File: src/verilog/eipf_params.svh
// eipf_params.svh: offsets, bit positions and reset values of the irq flag block
// assumes inclusion by the package and the modules of this block only
`ifndef EIPF_PARAMS_SVH
`define EIPF_PARAMS_SVH

`define EIPF_ADDR_W 4
`define EIPF_OFF_EXT_CTRL 4'h0
`define EIPF_OFF_PERIPH 4'h1
`define EIPF_OFF_IRQ_STATUS 4'h2
`define EIPF_OFF_IRQ_MASK 4'h3
`define EIPF_OFF_PERIPH_PRIO 4'h4
`define EIPF_OFF_PERIPH_EN 4'h5

// external control register fields
`define EIPF_B_PRIO_B 7
`define EIPF_B_PRIO_A 6
`define EIPF_B_EN_B 4
`define EIPF_B_EN_A 3
`define EIPF_B_FLAG_B 1
`define EIPF_B_FLAG_A 0
`define EIPF_EXT_CTRL_RST 8'hc0
`define EIPF_EXT_CTRL_WMASK 8'hdb
`define EIPF_EXT_CFG_MASK 8'hd8
`define EIPF_FLAG_RST 1'b0

// peripheral flag register fields
`define EIPF_B_HOST 7
`define EIPF_B_CONV 6
`define EIPF_B_RX 5
`define EIPF_B_TX 4
`define EIPF_B_SSP 3
`define EIPF_B_CCP 2
`define EIPF_B_TMRB 1
`define EIPF_B_TMRA 0
`define EIPF_PERIPH_RST 8'h00
`define EIPF_PERIPH_WMASK 8'hcf
`define EIPF_PERIPH_PRIO_RST 8'hff
`define EIPF_PERIPH_EN_RST 8'h00
`define EIPF_RDATA_IDLE 8'h00

// interrupt status bits, one per request level (high, low)
`define EIPF_ST_HI 0
`define EIPF_ST_LO 1
`define EIPF_ST_W 2
`define EIPF_ST_RST 2'h0

`endif

File: src/verilog/eipf_pkg.sv
// eipf_pkg: types shared by the irq flag block
// assumes eipf_params.svh is on the include path
package eipf_pkg;
`include "eipf_params.svh"

    typedef enum logic [2:0] {
        EIPF_CCP_CAPTURE = 3'h1,
        EIPF_CCP_COMPARE = 3'h2,
        EIPF_CCP_PWM = 3'h4
    } eipf_ccp_mode_e;

    // peripheral event pulses and the two buffer levels; capture and compare share one flag
    typedef struct packed {
        logic host_cycle;
        logic conv_done;
        logic rx_full;
        logic tx_empty;
        logic ssp_done;
        logic capture;
        logic compare;
        logic tmrb_match;
        logic tmra_ovf;
    } eipf_events_s;

    typedef struct packed {
        logic [`EIPF_ADDR_W-1:0] addr;
        logic [7:0] wdata;
        logic wr;
        logic rd;
    } eipf_bus_s;
endpackage
File: src/verilog/eipf_edge_sync.sv
// eipf_edge_sync: two-stage synchroniser and rising edge detector for a pin
// assumes the pin is asynchronous to clk
module eipf_edge_sync
    import eipf_pkg::*;
(
    input wire logic clk,
    input wire logic rst,
    input wire logic pin,
    output logic rise
);
    logic meta;
    logic sync;
    logic last;

    // only sync reads meta
    always_ff @(posedge clk or posedge rst)
    begin
        if (rst)
        begin
            meta <= 1'b0;
            sync <= 1'b0;
            last <= 1'b0;
        end
        else
        begin
            meta <= pin;
            sync <= meta;
            last <= sync;
        end
    end

    assign rise = sync & ~last;
endmodule // eipf_edge_sync

File: src/verilog/eipf_irq_flags.sv
// eipf_irq_flags: flag, enable and priority logic for two external
// interrupt pins and the first peripheral flag register
// assumes peripheral event inputs are one-cycle pulses on clk,
// rx_full and tx_empty are levels; pins are asynchronous
// assumes a register port whose strobes last one cycle and never
// come together; reset is asynchronous and active high
//
// Operation
// - flags set regardless of any enable
// - control bit 7 is pin B priority
// - control bit 6 is pin A priority
// - control bit 4 enables pin B
// - control bit 3 enables pin A
// - bit 1 set on pin B event
// - bit 0 set on pin A event
// - bits 5, 2 read zero, ignore writes
// - host port flag set per host cycle
// - converter flag set when conversion completes
// - receive flag mirrors buffer full, read-only
// - transmit flag high while buffer empty
// - sync serial flag set on completion
// - capcomp flag on capture in capture mode or compare in compare mode only
// - timer B flag on period match
// - timer A flag on count overflow
module eipf_irq_flags
    import eipf_pkg::*;
#(
    parameter bit HAS_HOST_PORT = 1'b1
)
(
    input wire logic clk,
    input wire logic rst,
    input wire logic ext_irq_a_pin,
    input wire logic ext_irq_b_pin,
    input wire eipf_events_s events,
    input wire eipf_ccp_mode_e ccp_mode,
    input wire eipf_bus_s bus,
    output logic [7:0] rdata,
    output logic irq_high,
    output logic irq_low,
    output logic irq
);
    `include "eipf_params.svh"

    // -------------------------------------------------------------
    // constants
    // -------------------------------------------------------------
    // host flag position kept only where the host port exists
    localparam logic [7:0] HOST_KEEP = {HAS_HOST_PORT, {`EIPF_B_HOST{1'b1}}};

    // -------------------------------------------------------------
    // state
    // -------------------------------------------------------------
    logic [7:0] ext_cfg;
    logic ext_flag_a;
    logic ext_flag_b;
    logic [7:0] ext_ctrl;
    logic [7:0] periph_flags;
    logic [7:0] periph_prio;
    logic [7:0] periph_en;
    logic [`EIPF_ST_W-1:0] irq_status;
    logic [`EIPF_ST_W-1:0] irq_mask;
    logic rise_a;
    logic rise_b;
    logic [7:0] ext_rd;
    logic [7:0] periph_rd;
    logic [7:0] set_bits;
    logic next_high;
    logic next_low;

    function automatic logic wr_to(input eipf_bus_s b, input logic [`EIPF_ADDR_W-1:0] off);
        wr_to = b.wr && (b.addr == off);
    endfunction

    function automatic logic rd_of(input eipf_bus_s b, input logic [`EIPF_ADDR_W-1:0] off);
        rd_of = b.rd && (b.addr == off);
    endfunction

    // -------------------------------------------------------------
    // pin edge detection
    // -------------------------------------------------------------
    eipf_edge_sync u_sync_a (
        .clk(clk),
        .rst(rst),
        .pin(ext_irq_a_pin),
        .rise(rise_a)
    );

    eipf_edge_sync u_sync_b (
        .clk(clk),
        .rst(rst),
        .pin(ext_irq_b_pin),
        .rise(rise_b)
    );

    // -------------------------------------------------------------
    // external control register
    // -------------------------------------------------------------
    // priority and enable bits: plain read/write, gaps held at zero
    always_ff @(posedge clk or posedge rst)
    begin
        if (rst)
        begin
            ext_cfg <= `EIPF_EXT_CTRL_RST & `EIPF_EXT_CFG_MASK;
        end
        else if (wr_to(bus, `EIPF_OFF_EXT_CTRL))
        begin
            ext_cfg <= bus.wdata & `EIPF_EXT_CFG_MASK;
        end
    end

    // pin A flag: an edge beats a write in the same cycle
    always_ff @(posedge clk or posedge rst)
    begin
        if (rst)
        begin
            ext_flag_a <= `EIPF_FLAG_RST;
        end
        else if (rise_a)
        begin
            ext_flag_a <= 1'b1;
        end
        else if (wr_to(bus, `EIPF_OFF_EXT_CTRL))
        begin
            ext_flag_a <= bus.wdata[`EIPF_B_FLAG_A];
        end
    end

    // pin B flag: an edge beats a write in the same cycle
    always_ff @(posedge clk or posedge rst)
    begin
        if (rst)
        begin
            ext_flag_b <= `EIPF_FLAG_RST;
        end
        else if (rise_b)
        begin
            ext_flag_b <= 1'b1;
        end
        else if (wr_to(bus, `EIPF_OFF_EXT_CTRL))
        begin
            ext_flag_b <= bus.wdata[`EIPF_B_FLAG_B];
        end
    end

    // register image used by reads and by request logic
    always_comb
    begin
        ext_ctrl = ext_cfg;
        ext_ctrl[`EIPF_B_FLAG_A] = ext_flag_a;
        ext_ctrl[`EIPF_B_FLAG_B] = ext_flag_b;
    end

    // -------------------------------------------------------------
    // peripheral flag register
    // -------------------------------------------------------------
    // set terms of the sticky flags, independent of enables
    always_comb
    begin
        set_bits = 8'h00;
        set_bits[`EIPF_B_HOST] = events.host_cycle & HAS_HOST_PORT;
        set_bits[`EIPF_B_CONV] = events.conv_done;
        set_bits[`EIPF_B_SSP] = events.ssp_done;
        set_bits[`EIPF_B_CCP] = (events.capture && ccp_mode == EIPF_CCP_CAPTURE)
            || (events.compare && ccp_mode == EIPF_CCP_COMPARE);
        set_bits[`EIPF_B_TMRB] = events.tmrb_match;
        set_bits[`EIPF_B_TMRA] = events.tmra_ovf;
    end

    // software writes writable bits; a set in the same cycle wins
    always_ff @(posedge clk or posedge rst)
    begin
        if (rst)
        begin
            periph_flags <= `EIPF_PERIPH_RST;
        end
        else
        begin
            if (wr_to(bus, `EIPF_OFF_PERIPH))
            begin
                periph_flags <= ((bus.wdata & `EIPF_PERIPH_WMASK) | set_bits)
                    & HOST_KEEP;
            end
            else
            begin
                periph_flags <= (periph_flags | set_bits) & HOST_KEEP;
            end
        end
    end

    // serial flags are live levels, read-only
    always_comb
    begin
        periph_rd = periph_flags;
        periph_rd[`EIPF_B_RX] = events.rx_full;
        periph_rd[`EIPF_B_TX] = events.tx_empty;
        ext_rd = ext_ctrl & `EIPF_EXT_CTRL_WMASK;
    end

    // -------------------------------------------------------------
    // peripheral priority and enable registers
    // -------------------------------------------------------------
    // priority per peripheral flag: 1 routes it to the high level
    always_ff @(posedge clk or posedge rst)
    begin
        if (rst)
        begin
            periph_prio <= `EIPF_PERIPH_PRIO_RST;
        end
        else if (wr_to(bus, `EIPF_OFF_PERIPH_PRIO))
        begin
            periph_prio <= bus.wdata;
        end
    end

    // enable per peripheral flag
    always_ff @(posedge clk or posedge rst)
    begin
        if (rst)
        begin
            periph_en <= `EIPF_PERIPH_EN_RST;
        end
        else if (wr_to(bus, `EIPF_OFF_PERIPH_EN))
        begin
            periph_en <= bus.wdata;
        end
    end

    // -------------------------------------------------------------
    // request generation
    // -------------------------------------------------------------
    // flag and enable together, routed by priority bit
    always_comb
    begin
        next_high = (ext_ctrl[`EIPF_B_FLAG_A] & ext_ctrl[`EIPF_B_EN_A]
                & ext_ctrl[`EIPF_B_PRIO_A])
            | (ext_ctrl[`EIPF_B_FLAG_B] & ext_ctrl[`EIPF_B_EN_B]
                & ext_ctrl[`EIPF_B_PRIO_B])
            | (|(periph_rd & periph_en & periph_prio));
        next_low = (ext_ctrl[`EIPF_B_FLAG_A] & ext_ctrl[`EIPF_B_EN_A]
                & ~ext_ctrl[`EIPF_B_PRIO_A])
            | (ext_ctrl[`EIPF_B_FLAG_B] & ext_ctrl[`EIPF_B_EN_B]
                & ~ext_ctrl[`EIPF_B_PRIO_B])
            | (|(periph_rd & periph_en & ~periph_prio));
    end

    // both request levels registered so the outputs leave flops
    always_ff @(posedge clk or posedge rst)
    begin
        if (rst)
        begin
            irq_high <= 1'b0;
            irq_low <= 1'b0;
        end
        else
        begin
            irq_high <= next_high;
            irq_low <= next_low;
        end
    end

    // -------------------------------------------------------------
    // sticky request status, mask and summary interrupt
    // -------------------------------------------------------------
    // active request levels set status every cycle they are high; write one clears; set wins
    always_ff @(posedge clk or posedge rst)
    begin
        if (rst)
        begin
            irq_status <= `EIPF_ST_RST;
        end
        else
        begin
            if (wr_to(bus, `EIPF_OFF_IRQ_STATUS))
            begin
                irq_status <= (irq_status & ~bus.wdata[`EIPF_ST_W-1:0])
                    | {next_low, next_high};
            end
            else
            begin
                irq_status <= irq_status | {next_low, next_high};
            end
        end
    end

    // mask of the status bits, same layout
    always_ff @(posedge clk or posedge rst)
    begin
        if (rst)
        begin
            irq_mask <= `EIPF_ST_RST;
        end
        else if (wr_to(bus, `EIPF_OFF_IRQ_MASK))
        begin
            irq_mask <= bus.wdata[`EIPF_ST_W-1:0];
        end
    end

    // level interrupt while an unmasked status bit is set
    always_ff @(posedge clk or posedge rst)
    begin
        if (rst)
        begin
            irq <= 1'b0;
        end
        else
        begin
            irq <= |(irq_status & irq_mask);
        end
    end

    // -------------------------------------------------------------
    // read port: data in the cycle after the strobe, zero otherwise
    // -------------------------------------------------------------
    // one select per register; unmapped offsets and idle cycles read zero
    always_ff @(posedge clk or posedge rst)
    begin
        if (rst)
        begin
            rdata <= `EIPF_RDATA_IDLE;
        end
        else if (rd_of(bus, `EIPF_OFF_EXT_CTRL))
        begin
            rdata <= ext_rd;
        end
        else if (rd_of(bus, `EIPF_OFF_PERIPH))
        begin
            rdata <= periph_rd;
        end
        else if (rd_of(bus, `EIPF_OFF_IRQ_STATUS))
        begin
            rdata <= {6'h00, irq_status};
        end
        else if (rd_of(bus, `EIPF_OFF_IRQ_MASK))
        begin
            rdata <= {6'h00, irq_mask};
        end
        else if (rd_of(bus, `EIPF_OFF_PERIPH_PRIO))
        begin
            rdata <= periph_prio;
        end
        else if (rd_of(bus, `EIPF_OFF_PERIPH_EN))
        begin
            rdata <= periph_en;
        end
        else
        begin
            rdata <= `EIPF_RDATA_IDLE;
        end
    end
endmodule // eipf_irq_flags

File: config.mk
export PLATFORM = sky130hd
export DESIGN_NAME = eipf_irq_flags
export DESIGN_NICKNAME = d
export VERILOG_FILES = /design/src/verilog/eipf_pkg.sv /design/src/verilog/eipf_edge_sync.sv /design/src/verilog/eipf_irq_flags.sv
export VERILOG_INCLUDE_DIRS = /design/src /design/src/verilog
export SDC_FILE = /design/constraint.sdc
export NUM_CORES = 1
export LEC_CHECK = 0
export BUFFER_PORTS_ARGS = -buffer_cell sky130_fd_sc_hd__buf_2
export CAP_MARGIN = 20
export CORE_ASPECT_RATIO = 0.9
export CORE_MARGIN = 1
export CORE_UTILIZATION = 59
export DETAILED_ROUTE_END_ITERATION = 7
export PLACE_DENSITY = 0.84
export SYNTH_ARGS = -nofsm -noshare
export SYNTH_HDL_FRONTEND = slang
export SYNTH_SLANG_ARGS = --single-unit
File: constraint.sdc
create_clock -name clk -period 3.3 [get_ports clk]
set_clock_uncertainty 0.05 [all_clocks]
set_input_delay 0.33 -clock clk [delete_from_list [all_inputs] [get_ports clk]]
set_output_delay 0.33 -clock clk [all_outputs]
set_load 0.02 [all_outputs]
==> run_results.csv, run 1 <==
group,metric,value,unit
setup_path,worst-path-buf-inv,1,
floorplan,initial_core_util,64.1,%
clocking,cts_root_buf,"clkbuf_8",
floorplan,die_x,67.1,um
clocking,clkTransAtPathRegs,70,ps
routing,met1_length,1950,um
placement,gp_congestion,0.841,
routing,wl_per_cell,15.6,um
sta,hold_ws,81.2,ps
yosys,synthMostInstantiatedCell,"dfrtp_1",
setup_path,r2r_start,"ext_flag_b$_DFFE_PP0P_",
sta,tns,0,ps
routing,wirelength,4440,um
setup_path,path_delay_family,"simple AND/OR/NAND/NOR gates",
final_layout,fill_cells,250,
global_route,grt_pass1_vias,1505,
final_layout,diodes,0,
status,status,"complete, no violations",
setup_path,cp.required,3440,ps
yosys,async_reset_ff_share,100,%
setup_path,reg2reg_slack,1960,ps
clocking,cts_max_level,2,
placement,hpwl,3180,um
yosys,synth_edf_count,0,
job,cap_viol_max_count,0,
sta,final-hold-violation-count,0,
routing,viasPerCell,5.80,
pwr,power_density,548,nW/um^2
worst_hold_path,min_path_type,"in2reg",
clocking,cts_made_buffers,5,
sta,rsz0062_at_grt,"no",
yosys,seq_area_frac_synth,55.1,%
setup_path,r2r-end,"irq_status[0]$_DFF_PP0_",
setup_path,startpoint,"bus[11]",
sta,drv_slew,0,
routing,num_vias,1648,
final_layout,layout-drive-gt1-share,35.8,%
routing,met3_length,309,um
yosys,synth_area_leaders,"dfrtp_1 43%, dfstp_2 12%, mux2_2 8.5%, mux4_2 4.0%, nand2_1 4.0%",
routing,drc,0,
clocking,worst_skew_pair.late_latency,310,ps
clocking,cts_tree,"built",
routing,wl_met2,2110,um
clocking,clkSinkCount,49,
sta,relSlewSlack,67.3,%
setup_path,critical_path_class,"in2reg",
placement,port_buffers,40,
setup_path,rr_worst_depth,4,
setup_path,critPathSlowestCell,"a211o_1",
pwr,leakagePower,1.20,nW
pwr,peakVddDrop,0.386,mV
yosys,synth_top_area_share,43.4,%
pwr,finalPower,1.41,mW
yosys,synth_area,2250,um^2
setup_path,crit_arrival,1590,ps
clocking,clk_path_buf_depth,2,
setup_path,cpPeakStageDelay,410,ps
global_route,grt_pass1_wl,7270,um
yosys,ys_ff_latch,49,
sta,fmax,688,MHz
global_route,overflow,0,
setup_path,end_kind,"flip-flop",
worst_hold_path,min_from,"ext_irq_a_pin",
routing,routed.top_layer,"met4",
yosys,synth_flop_cell,"dfrtp_1",
routing,drtAntennaViolNets,0,
worst_hold_path,min_to,"u_sync_a.meta$_DFF_PP0_",
worst_hold_path,hold_depth,1,
setup_path,path_max_fanout,11,
yosys,yosysTopAreaCell,"dfrtp_1",
yosys,syn_avg_cell_area,11.5,um^2
yosys,yosysWarnings,0,
floorplan,die-area,4060,um^2
routing,drtIter0Drc,113,
global_route,track_usage,25.2,%
yosys,syn-num-nets,226,
global_route,antenna_found_initial,0,
floorplan,dieHeight,60.6,um
floorplan,io_pins,41,
sta,min_period,1450,ps
yosys,synthCells,196,
setup_path,crit_path_start_kind,"primary input",
setup_path,path_cells,"buf_2 -> nor3b_4 -> nand3b_1 -> a211o_1",
sta,setup-violations-final,0,
floorplan,placementRows,20,
final_layout,area_growth,14.5,%
clocking,cts_setup_buffers,0,
floorplan,core-area,3500,um^2
yosys,synthTopCellsByCount,"39 x dfrtp_1, 24 x nand2_1, 17 x mux2_2",
final_layout,nets,269,
yosys,yosysUniqueCellTypes,33,
global_route,grt_max_degree,50,
sta,fin_crit_sh,44.1,%
sta,worstMarginPinSlew,489,ps
routing,first_pass_iters,4,
cell type report:
type	instances	area (um^2)	area share [%]
clock buffer	8	90.1	3.50
inverter	9	33.8	1.31
multi-input combinational	132	926	36.0
sequential	49	1240	48.1
tap	44	55.1	2.14
timing repair buffer	42	230	8.95
worst register-to-register path: stages, from the launching register on:
cell     delay, ps
dfrtp_1        430
nand3_1        110
nand4_1         90
or3_1          400
a21o_1         170
cell usage in the layout (no fill, tap or decap), types with 4 or more instances in the layout:
cell type and n:
nand2b_1 4, mux2i_1 5, dfrtp_1 39, nand3_1 11, nor2_1 15, clkbuf_8 6, and3_1 4, buf_2 40
o21ai_0 12, nand2_1 24, inv_1 8, mux4_2 4, a211o_1 5, dfstp_2 10, o22ai_1 5, mux2_2 17
a21oi_1 6
per-layer routing:
metal / vias up / GRT usage [%]
li1: 775 / -
met1: 803 / 34.8
met2: 62 / 39.3
met3: 8 / 5.26
met4: 0 / 10.3
met5: - / 0
repair_timing:
item,in CTS,in global routing
hold buffers,0,1
gates resized for setup,0,0
endpoints found under the hold margin,0,16
sequential cells by signal (all words and copies together) (netlist names), 2 cells and up:
name / cells
irq_mask: 2
periph_en: 8
ext_cfg: 4
periph_prio: 8
irq_status: 2
periph_flags: 6
rdata: 8
cell families after synthesis:
| logic type | share of synthesized area (%) |
|---|---|
| AO/OA/AOI/OAI | 9.47 |
| buffers and inverters | 3.67 |
| flip-flops | 55.1 |
| multiplexers | 16.1 |
| AND/OR/NAND/NOR | 15.6 |
worst max path at each step:
stage / end / slack (ps) / cells past startpoint
final: periph_flags[6]$_DFF_PP0_ / 1850 / 4
after detailed placement: periph_flags[2]$_DFF_PP0_ / 1540 / 5
after global routing: periph_flags[2]$_DFF_PP0_ / 1770 / 5
after CTS: periph_flags[6]$_DFF_PP0_ / 1850 / 4
after floorplan: ext_cfg[3]$_DFFE_PP0P_ / 1760 / 1
after global placement: periph_flags[3]$_DFF_PP0_ / 1570 / 4
stage by stage:
step	instance area, um^2	setup WS (ps)	util [%]	instances
after floorplan	2250	1760	-	196
after global placement	2450	1570	70.0	274
after detailed placement	2450	1540	70.0	274
after CTS	2540	1850	72.6	282
after global routing	2570	1770	73.5	284
final	2570	1850	73.5	284
where the power goes:
part	total [mW]	switching [mW]	internal, mW	leakage (nW)
combinational	0.276	0.138	0.137	0.601
clock	0.357	0.186	0.171	0.0455
sequential	0.777	0.0708	0.707	0.556
No activity file was read; power rests on OpenSTA's default activity.
==> inputs of run 2 (changes only) <==
--- a/config.mk
+++ b/config.mk
@@ -10,9 +10,9 @@
 export CAP_MARGIN = 20
 export CORE_ASPECT_RATIO = 0.9
 export CORE_MARGIN = 1
-export CORE_UTILIZATION = 59
+export CORE_UTILIZATION = 55
 export DETAILED_ROUTE_END_ITERATION = 7
-export PLACE_DENSITY = 0.84
+export PLACE_DENSITY = 0.79
 export SYNTH_ARGS = -nofsm -noshare
 export SYNTH_HDL_FRONTEND = slang
 export SYNTH_SLANG_ARGS = --single-unit
==> constraint.sdc (replaced) <==
create_clock -name clk -period 1.4 [get_ports clk]
set_clock_uncertainty 0.05 [all_clocks]
set_input_delay 0.14 -clock clk [delete_from_list [all_inputs] [get_ports clk]]
set_output_delay 0.14 -clock clk [all_outputs]
set_load 0.02 [all_outputs]
==> run 2 against run 1 <==
  * Via count up 3.9%
  * Worst setup slack worse by 1800 ps
  * Combinational power rose to 2.6 times the previous value
  * Sequential share of layout area down 3.2 points
  * Die area up 7.0%
  * Hold slack worse by 44 ps
  * Critical path depth unchanged
  * Flip-flop and latch count unchanged
==> run_results.csv, run 2 (synthesis results as in run 1) <==
group,metric,value,unit
status,status,"complete, no violations",
floorplan,io_pins,41,
final_layout,largestRegisters,"periph_en (8), periph_prio (8), rdata (8)",
pwr,peakVddDrop,0.749,mV
routing,wl_per_cell,15.6,um
global_route,grt_pass1_vias,1654,
global_route,use_met1,34.4,%
floorplan,dieHeight,62.6,um
clocking,cts_tree,"built",
final_layout,nets,290,
clocking,cts_max_level,2,
global_route,antenna_found_initial,0,
final_layout,seq_area,1240,um^2
clocking,cts_setup_buffers,0,
setup_path,crit_arrival,1490,ps
routing,drc,0,
sta,final-hold-violation-count,0,
floorplan,core-area,3810,um^2
sta,rsz0062_at_grt,"no",
final_layout,layout_commonest_cell,"buf_2",
setup_path,critical_path_class,"reg2reg",
final_layout,area_growth,22.8,%
routing,num_vias,1712,
final_layout,diodes,0,
sta,setup-violations-final,0,
clocking,clkTransAtPathRegs,80,ps
sta,hold_ws,37.4,ps
clocking,clkSinkCount,49,
sta,drv_slew,0,
floorplan,die_x,69.4,um
worst_hold_path,min_path_type,"in2reg",
floorplan,die-area,4350,um^2
routing,wirelength,4790,um
floorplan,placementRows,21,
routing,first_pass_iters,4,
pwr,leakagePower,1.29,nW
final_layout,layout_common_cells,"40 x buf_2, 39 x dfrtp_1, 24 x nand2_1",
global_route,overflow,0,
final_layout,layout-drive-gt1-share,38.3,%
placement,port_buffers,40,
sta,fin_crit_sh,96.2,%
pwr,power_density,1230,nW/um^2
global_route,busiest_layer,"met2",
clocking,cts_root_buf,"clkbuf_8",
global_route,grt_pass1_wl,8010,um
placement,placed_cells,290,
setup_path,cp.required,1550,ps
final_layout,fin_util,72.4,%
routing,drtIter0Drc,176,
sta,relSlewSlack,74.8,%
setup_path,end_kind,"flip-flop",
global_route,use_met2,36.3,%
setup_path,crit_path_start_kind,"flip-flop",
final_layout,fill_cells,266,
setup_path,path_max_fanout,4,
clocking,worst_skew_pair.late_latency,290,ps
placement,gp_congestion,0.917,
clocking,cts_made_buffers,5,
final_layout,instances_no_fill,307,
routing,drtAntennaViolNets,0,
routing,viasPerCell,5.58,
final_layout,multi_input_area,931,um^2
global_route,track_usage,23.8,%
job,cap_viol_max_count,0,
global_route,grt_use_met3,4.19,%
clocking,clk_path_buf_depth,2,
floorplan,initial_core_util,59.0,%
sta,min_period,1350,ps
placement,hpwl,3470,um
sta,worstMarginPinSlew,378,ps
global_route,grt_max_degree,50,
sta,fmax,742,MHz
run 2: where the power goes:
group          internal [mW]  switching (mW)  leakage [nW]  total, mW
combinational          0.370           0.347         0.692      0.717
clock                  0.403           0.434        0.0455      0.837
sequential              1.67           0.179         0.556       1.84
total                   2.44           0.960          1.29       3.40
run 2: area by class of cell:
class / instances / share of cell area, %
clock buffer: 8 / 3.27
inverter: 9 / 1.22
multi-input combinational: 132 / 33.7
sequential: 49 / 44.9
tap: 46 / 2.09
timing repair buffer: 63 / 14.8
run 2: what timing repair did:
| item | 4_1_cts | 5_1_grt |
|---|---|---|
| hold endpoints to repair | 47 | 0 |
| resized for setup | 0 | 1 |
| setup endpoints to repair | 0 | 1 |
| hold buffers | 9 | 0 |
run 2: worst paths after layout:
check / start / to / slack, ps / cells past startpoint
setup / recovery: ext_cfg[4]$_DFFE_PP0P_ / irq_status[0]$_DFF_PP0_ / 50 / 4
hold / removal: bus[7] / periph_en[5]$_DFFE_PP0P_ / 40 / 2
setup reg to reg: ext_cfg[4]$_DFFE_PP0P_ / irq_status[0]$_DFF_PP0_ / 50 / 4
hold reg to reg: u_sync_b.meta$_DFF_PP0_ / u_sync_b.sync$_DFF_PP0_ / 310 / 0
max in group asynchronous: rst / periph_prio[2]$_DFFE_PP1P_ / 650 / 4
min in group asynchronous: rst / irq_status[0]$_DFF_PP0_ / 370 / 4
run 2: stage by stage:
| stage | TNS (ps) | instance area (um^2) | setup slack, ps | total power, mW |
|---|---|---|---|---|
| 6_report | 0 | 2760 | 52.5 | 3.40 |
| 5_1_grt | 0 | 2760 | 12.8 | 3.58 |
| 4_1_cts | 0 | 2750 | 46.2 | 3.39 |
| 3_5_place_dp | -337 | 2570 | -54.8 | 2.54 |
| 3_3_place_gp | 0 | 2570 | 12.8 | 2.51 |
| 2_1_floorplan | 0 | 2250 | 53.7 | 2.28 |
run 2: metal layers:
layer  up-vias  share of wire [%]
met1       820                 46
met2        67                 45
met5         -                  0
li1        818                  -
met4         0                1.7
met3         7                6.4
run 2: critical path, cell delays in order, from the launching register on:
cell and delay [ps]:
dfrtp_1 430, nand3_1 100, nand4_1 110, or3_4 400, a21o_1 160
==> inputs of run 3 (changes only) <==
--- a/config.mk
+++ b/config.mk
@@ -9,7 +9,7 @@
 export BUFFER_PORTS_ARGS = -buffer_cell sky130_fd_sc_hd__buf_2
 export CAP_MARGIN = 20
 export CORE_ASPECT_RATIO = 0.9
-export CORE_MARGIN = 1
+export CORE_MARGIN = 10
 export CORE_UTILIZATION = 55
 export DETAILED_ROUTE_END_ITERATION = 7
 export PLACE_DENSITY = 0.79
==> constraint.sdc (replaced) <==
create_clock -name clk -period 1.4 [get_ports clk]
set_clock_uncertainty 0.05 [all_clocks]
set_input_delay 0.28 -clock clk [delete_from_list [all_inputs] [get_ports clk]]
set_output_delay 0.28 -clock clk [all_outputs]
set_load 0.02 [all_outputs]
==> run 3 against run 2 <==
  * Register-to-register slack improved by 20 ps
  * Wire length increased by 3.3%
  * Sequential share of layout area increased by 0.35 points
  * Clock-buffer cell count unchanged
  * Hold slack improved by 1.9 ps
  * Clock power about the same
  * Via count decreased by 0.35%
  * Combinational power decreased by 1%
  * Critical path depth unchanged
  * Power decreased by 0.60%
  * Sequential power about the same
  * Maximum frequency increased by 1.7%
  * Critical path type unchanged
==> run_results.csv, run 3 (synthesis results as in run 1) <==
group,metric,value,unit
sta,fin_crit_sh,94.7,%
pwr,leakagePower,1.30,nW
sta,min_period,1330,ps
sta,final-hold-violation-count,0,
routing,num_vias,1706,
placement,port_buffers,40,
setup_path,end_kind,"flip-flop",
sta,rsz0062_at_grt,"no",
worst_hold_path,min_path_type,"in2reg",
routing,viasPerCell,5.56,
clocking,cts_repair_resize_count,0,
sta,setup-violations-final,0,
sta,fmax,754,MHz
setup_path,cp.required,1550,ps
global_route,grt_pass1_wl,8260,um
floorplan,dieHeight,80.6,um
clocking,cts_max_level,2,
placement,hpwl,3780,um
global_route,grt_max_degree,50,
routing,drtAntennaViolNets,0,
clocking,cts_root_buf,"clkbuf_8",
routing,wirelength,4950,um
placement,place_ws,-159,ps
global_route,track_usage,14.6,%
setup_path,critical_path_class,"reg2reg",
routing,first_pass_iters,4,
floorplan,io_pins,41,
floorplan,initial_core_util,58.6,%
routing,wl_per_cell,16.1,um
clocking,worst_skew_pair.late_latency,300,ps
clocking,clk_path_buf_depth,2,
floorplan,die-area,7050,um^2
setup_path,reg2reg_slack,70,ps
pwr,power_density,1230,nW/um^2
setup_path,crit_arrival,1470,ps
final_layout,fill_cells,292,
clocking,cts_tree,"built",
floorplan,die_x,87.4,um
placement,gp_congestion,0.873,
final_layout,nets,290,
routing,drc,0,
sta,worstMarginPinSlew,293,ps
clocking,cts_made_buffers,5,
final_layout,layout_commonest_cell,"buf_2",
sta,drv_slew,0,
routing,drtIter0Drc,143,
final_layout,layout-drive-gt1-share,41.0,%
job,cap_viol_max_count,0,
final_layout,largestRegisters,"periph_en (8), periph_prio (8), rdata (8)",
floorplan,core-area,3840,um^2
pwr,peakVddDrop,0.773,mV
setup_path,path_max_fanout,4,
final_layout,layout_common_cells,"40 x buf_2, 39 x dfrtp_1, 24 x nand2_1",
final_layout,area_growth,21.8,%
clocking,clkTransAtPathRegs,90,ps
clocking,clkSinkCount,49,
setup_path,crit_path_start_kind,"flip-flop",
global_route,grt_pass1_vias,1767,
final_layout,diodes,0,
sta,worst_slack,74.4,ps
global_route,overflow,0,
final_layout,fin_util,71.4,%
status,status,"complete, no violations",
sta,relSlewSlack,80.4,%
global_route,antenna_found_initial,0,
floorplan,placementRows,21,
run 3: timing repair:
action / in CTS / in global routing
endpoints found under the hold margin: 11 / 0
hold buffers: 1 / 0
setup buffers: 0 / 1
endpoints found under the setup margin: 0 / 1
run 3: cell type report:
class                   count  area (um^2)  share of cell area [%]
clock buffers               8         90.1                    3.29
well taps                  46         57.6                    2.10
inverters                   9         37.5                    1.37
multi-input cells         132          926                    33.8
repair buffers             63          388                    14.2
flip-flops and latches     49         1240                    45.2
run 3: path summary, 6_finish.rpt:
check                                     startpoint                          to  cells past startpoint
min                                    ext_irq_a_pin     u_sync_a.meta$_DFF_PP0_                      1
min reg2reg                  u_sync_a.meta$_DFF_PP0_     u_sync_a.sync$_DFF_PP0_                      0
max reg2reg                periph_flags[2]$_DFF_PP0_     irq_status[0]$_DFF_PP0_                      4
min in group asynchronous                        rst          rdata[0]$_DFF_PP0_                      4
max                        periph_flags[2]$_DFF_PP0_     irq_status[0]$_DFF_PP0_                      4
max in group asynchronous                        rst  periph_prio[5]$_DFFE_PP1P_                      4
run 3: worst max-delay path, stage by stage (launching register included):
cell and delay [ps]:
dfrtp_1 420, nand3_1 120, nand2_1 60, or3_1 410, a21o_1 170
run 3: power breakdown:
group | internal, mW | total (mW) | switching (mW)
Sequential | 1.67 | 1.83 | 0.165
Clock | 0.403 | 0.838 | 0.435
Combinational | 0.366 | 0.709 | 0.343
Total | 2.43 | 3.38 | 0.943
run 3: stage by stage:
step                      setup TNS (ps)  instances  power, mW  hold WS [ps]  instance area (um^2)
after global placement             -2030        297       2.53           288                  2630
after CTS                              0        306       3.39          34.7                  2730
after detailed placement           -2770        297       2.56           287                  2630
after global routing                   0        307       3.56          27.5                  2740
final                                  0        307       3.38          39.3                  2740
after floorplan                     -216        196       2.28           261                  2250
run 3: layer usage:
metal	up-vias	global-route usage, %	part of all wire (%)
met4	0	4.14	1.1
met2	53	23.3	49
met3	7	4.14	6.1
met1	826	18.7	44
met5	-	0	0
li1	820	-	-
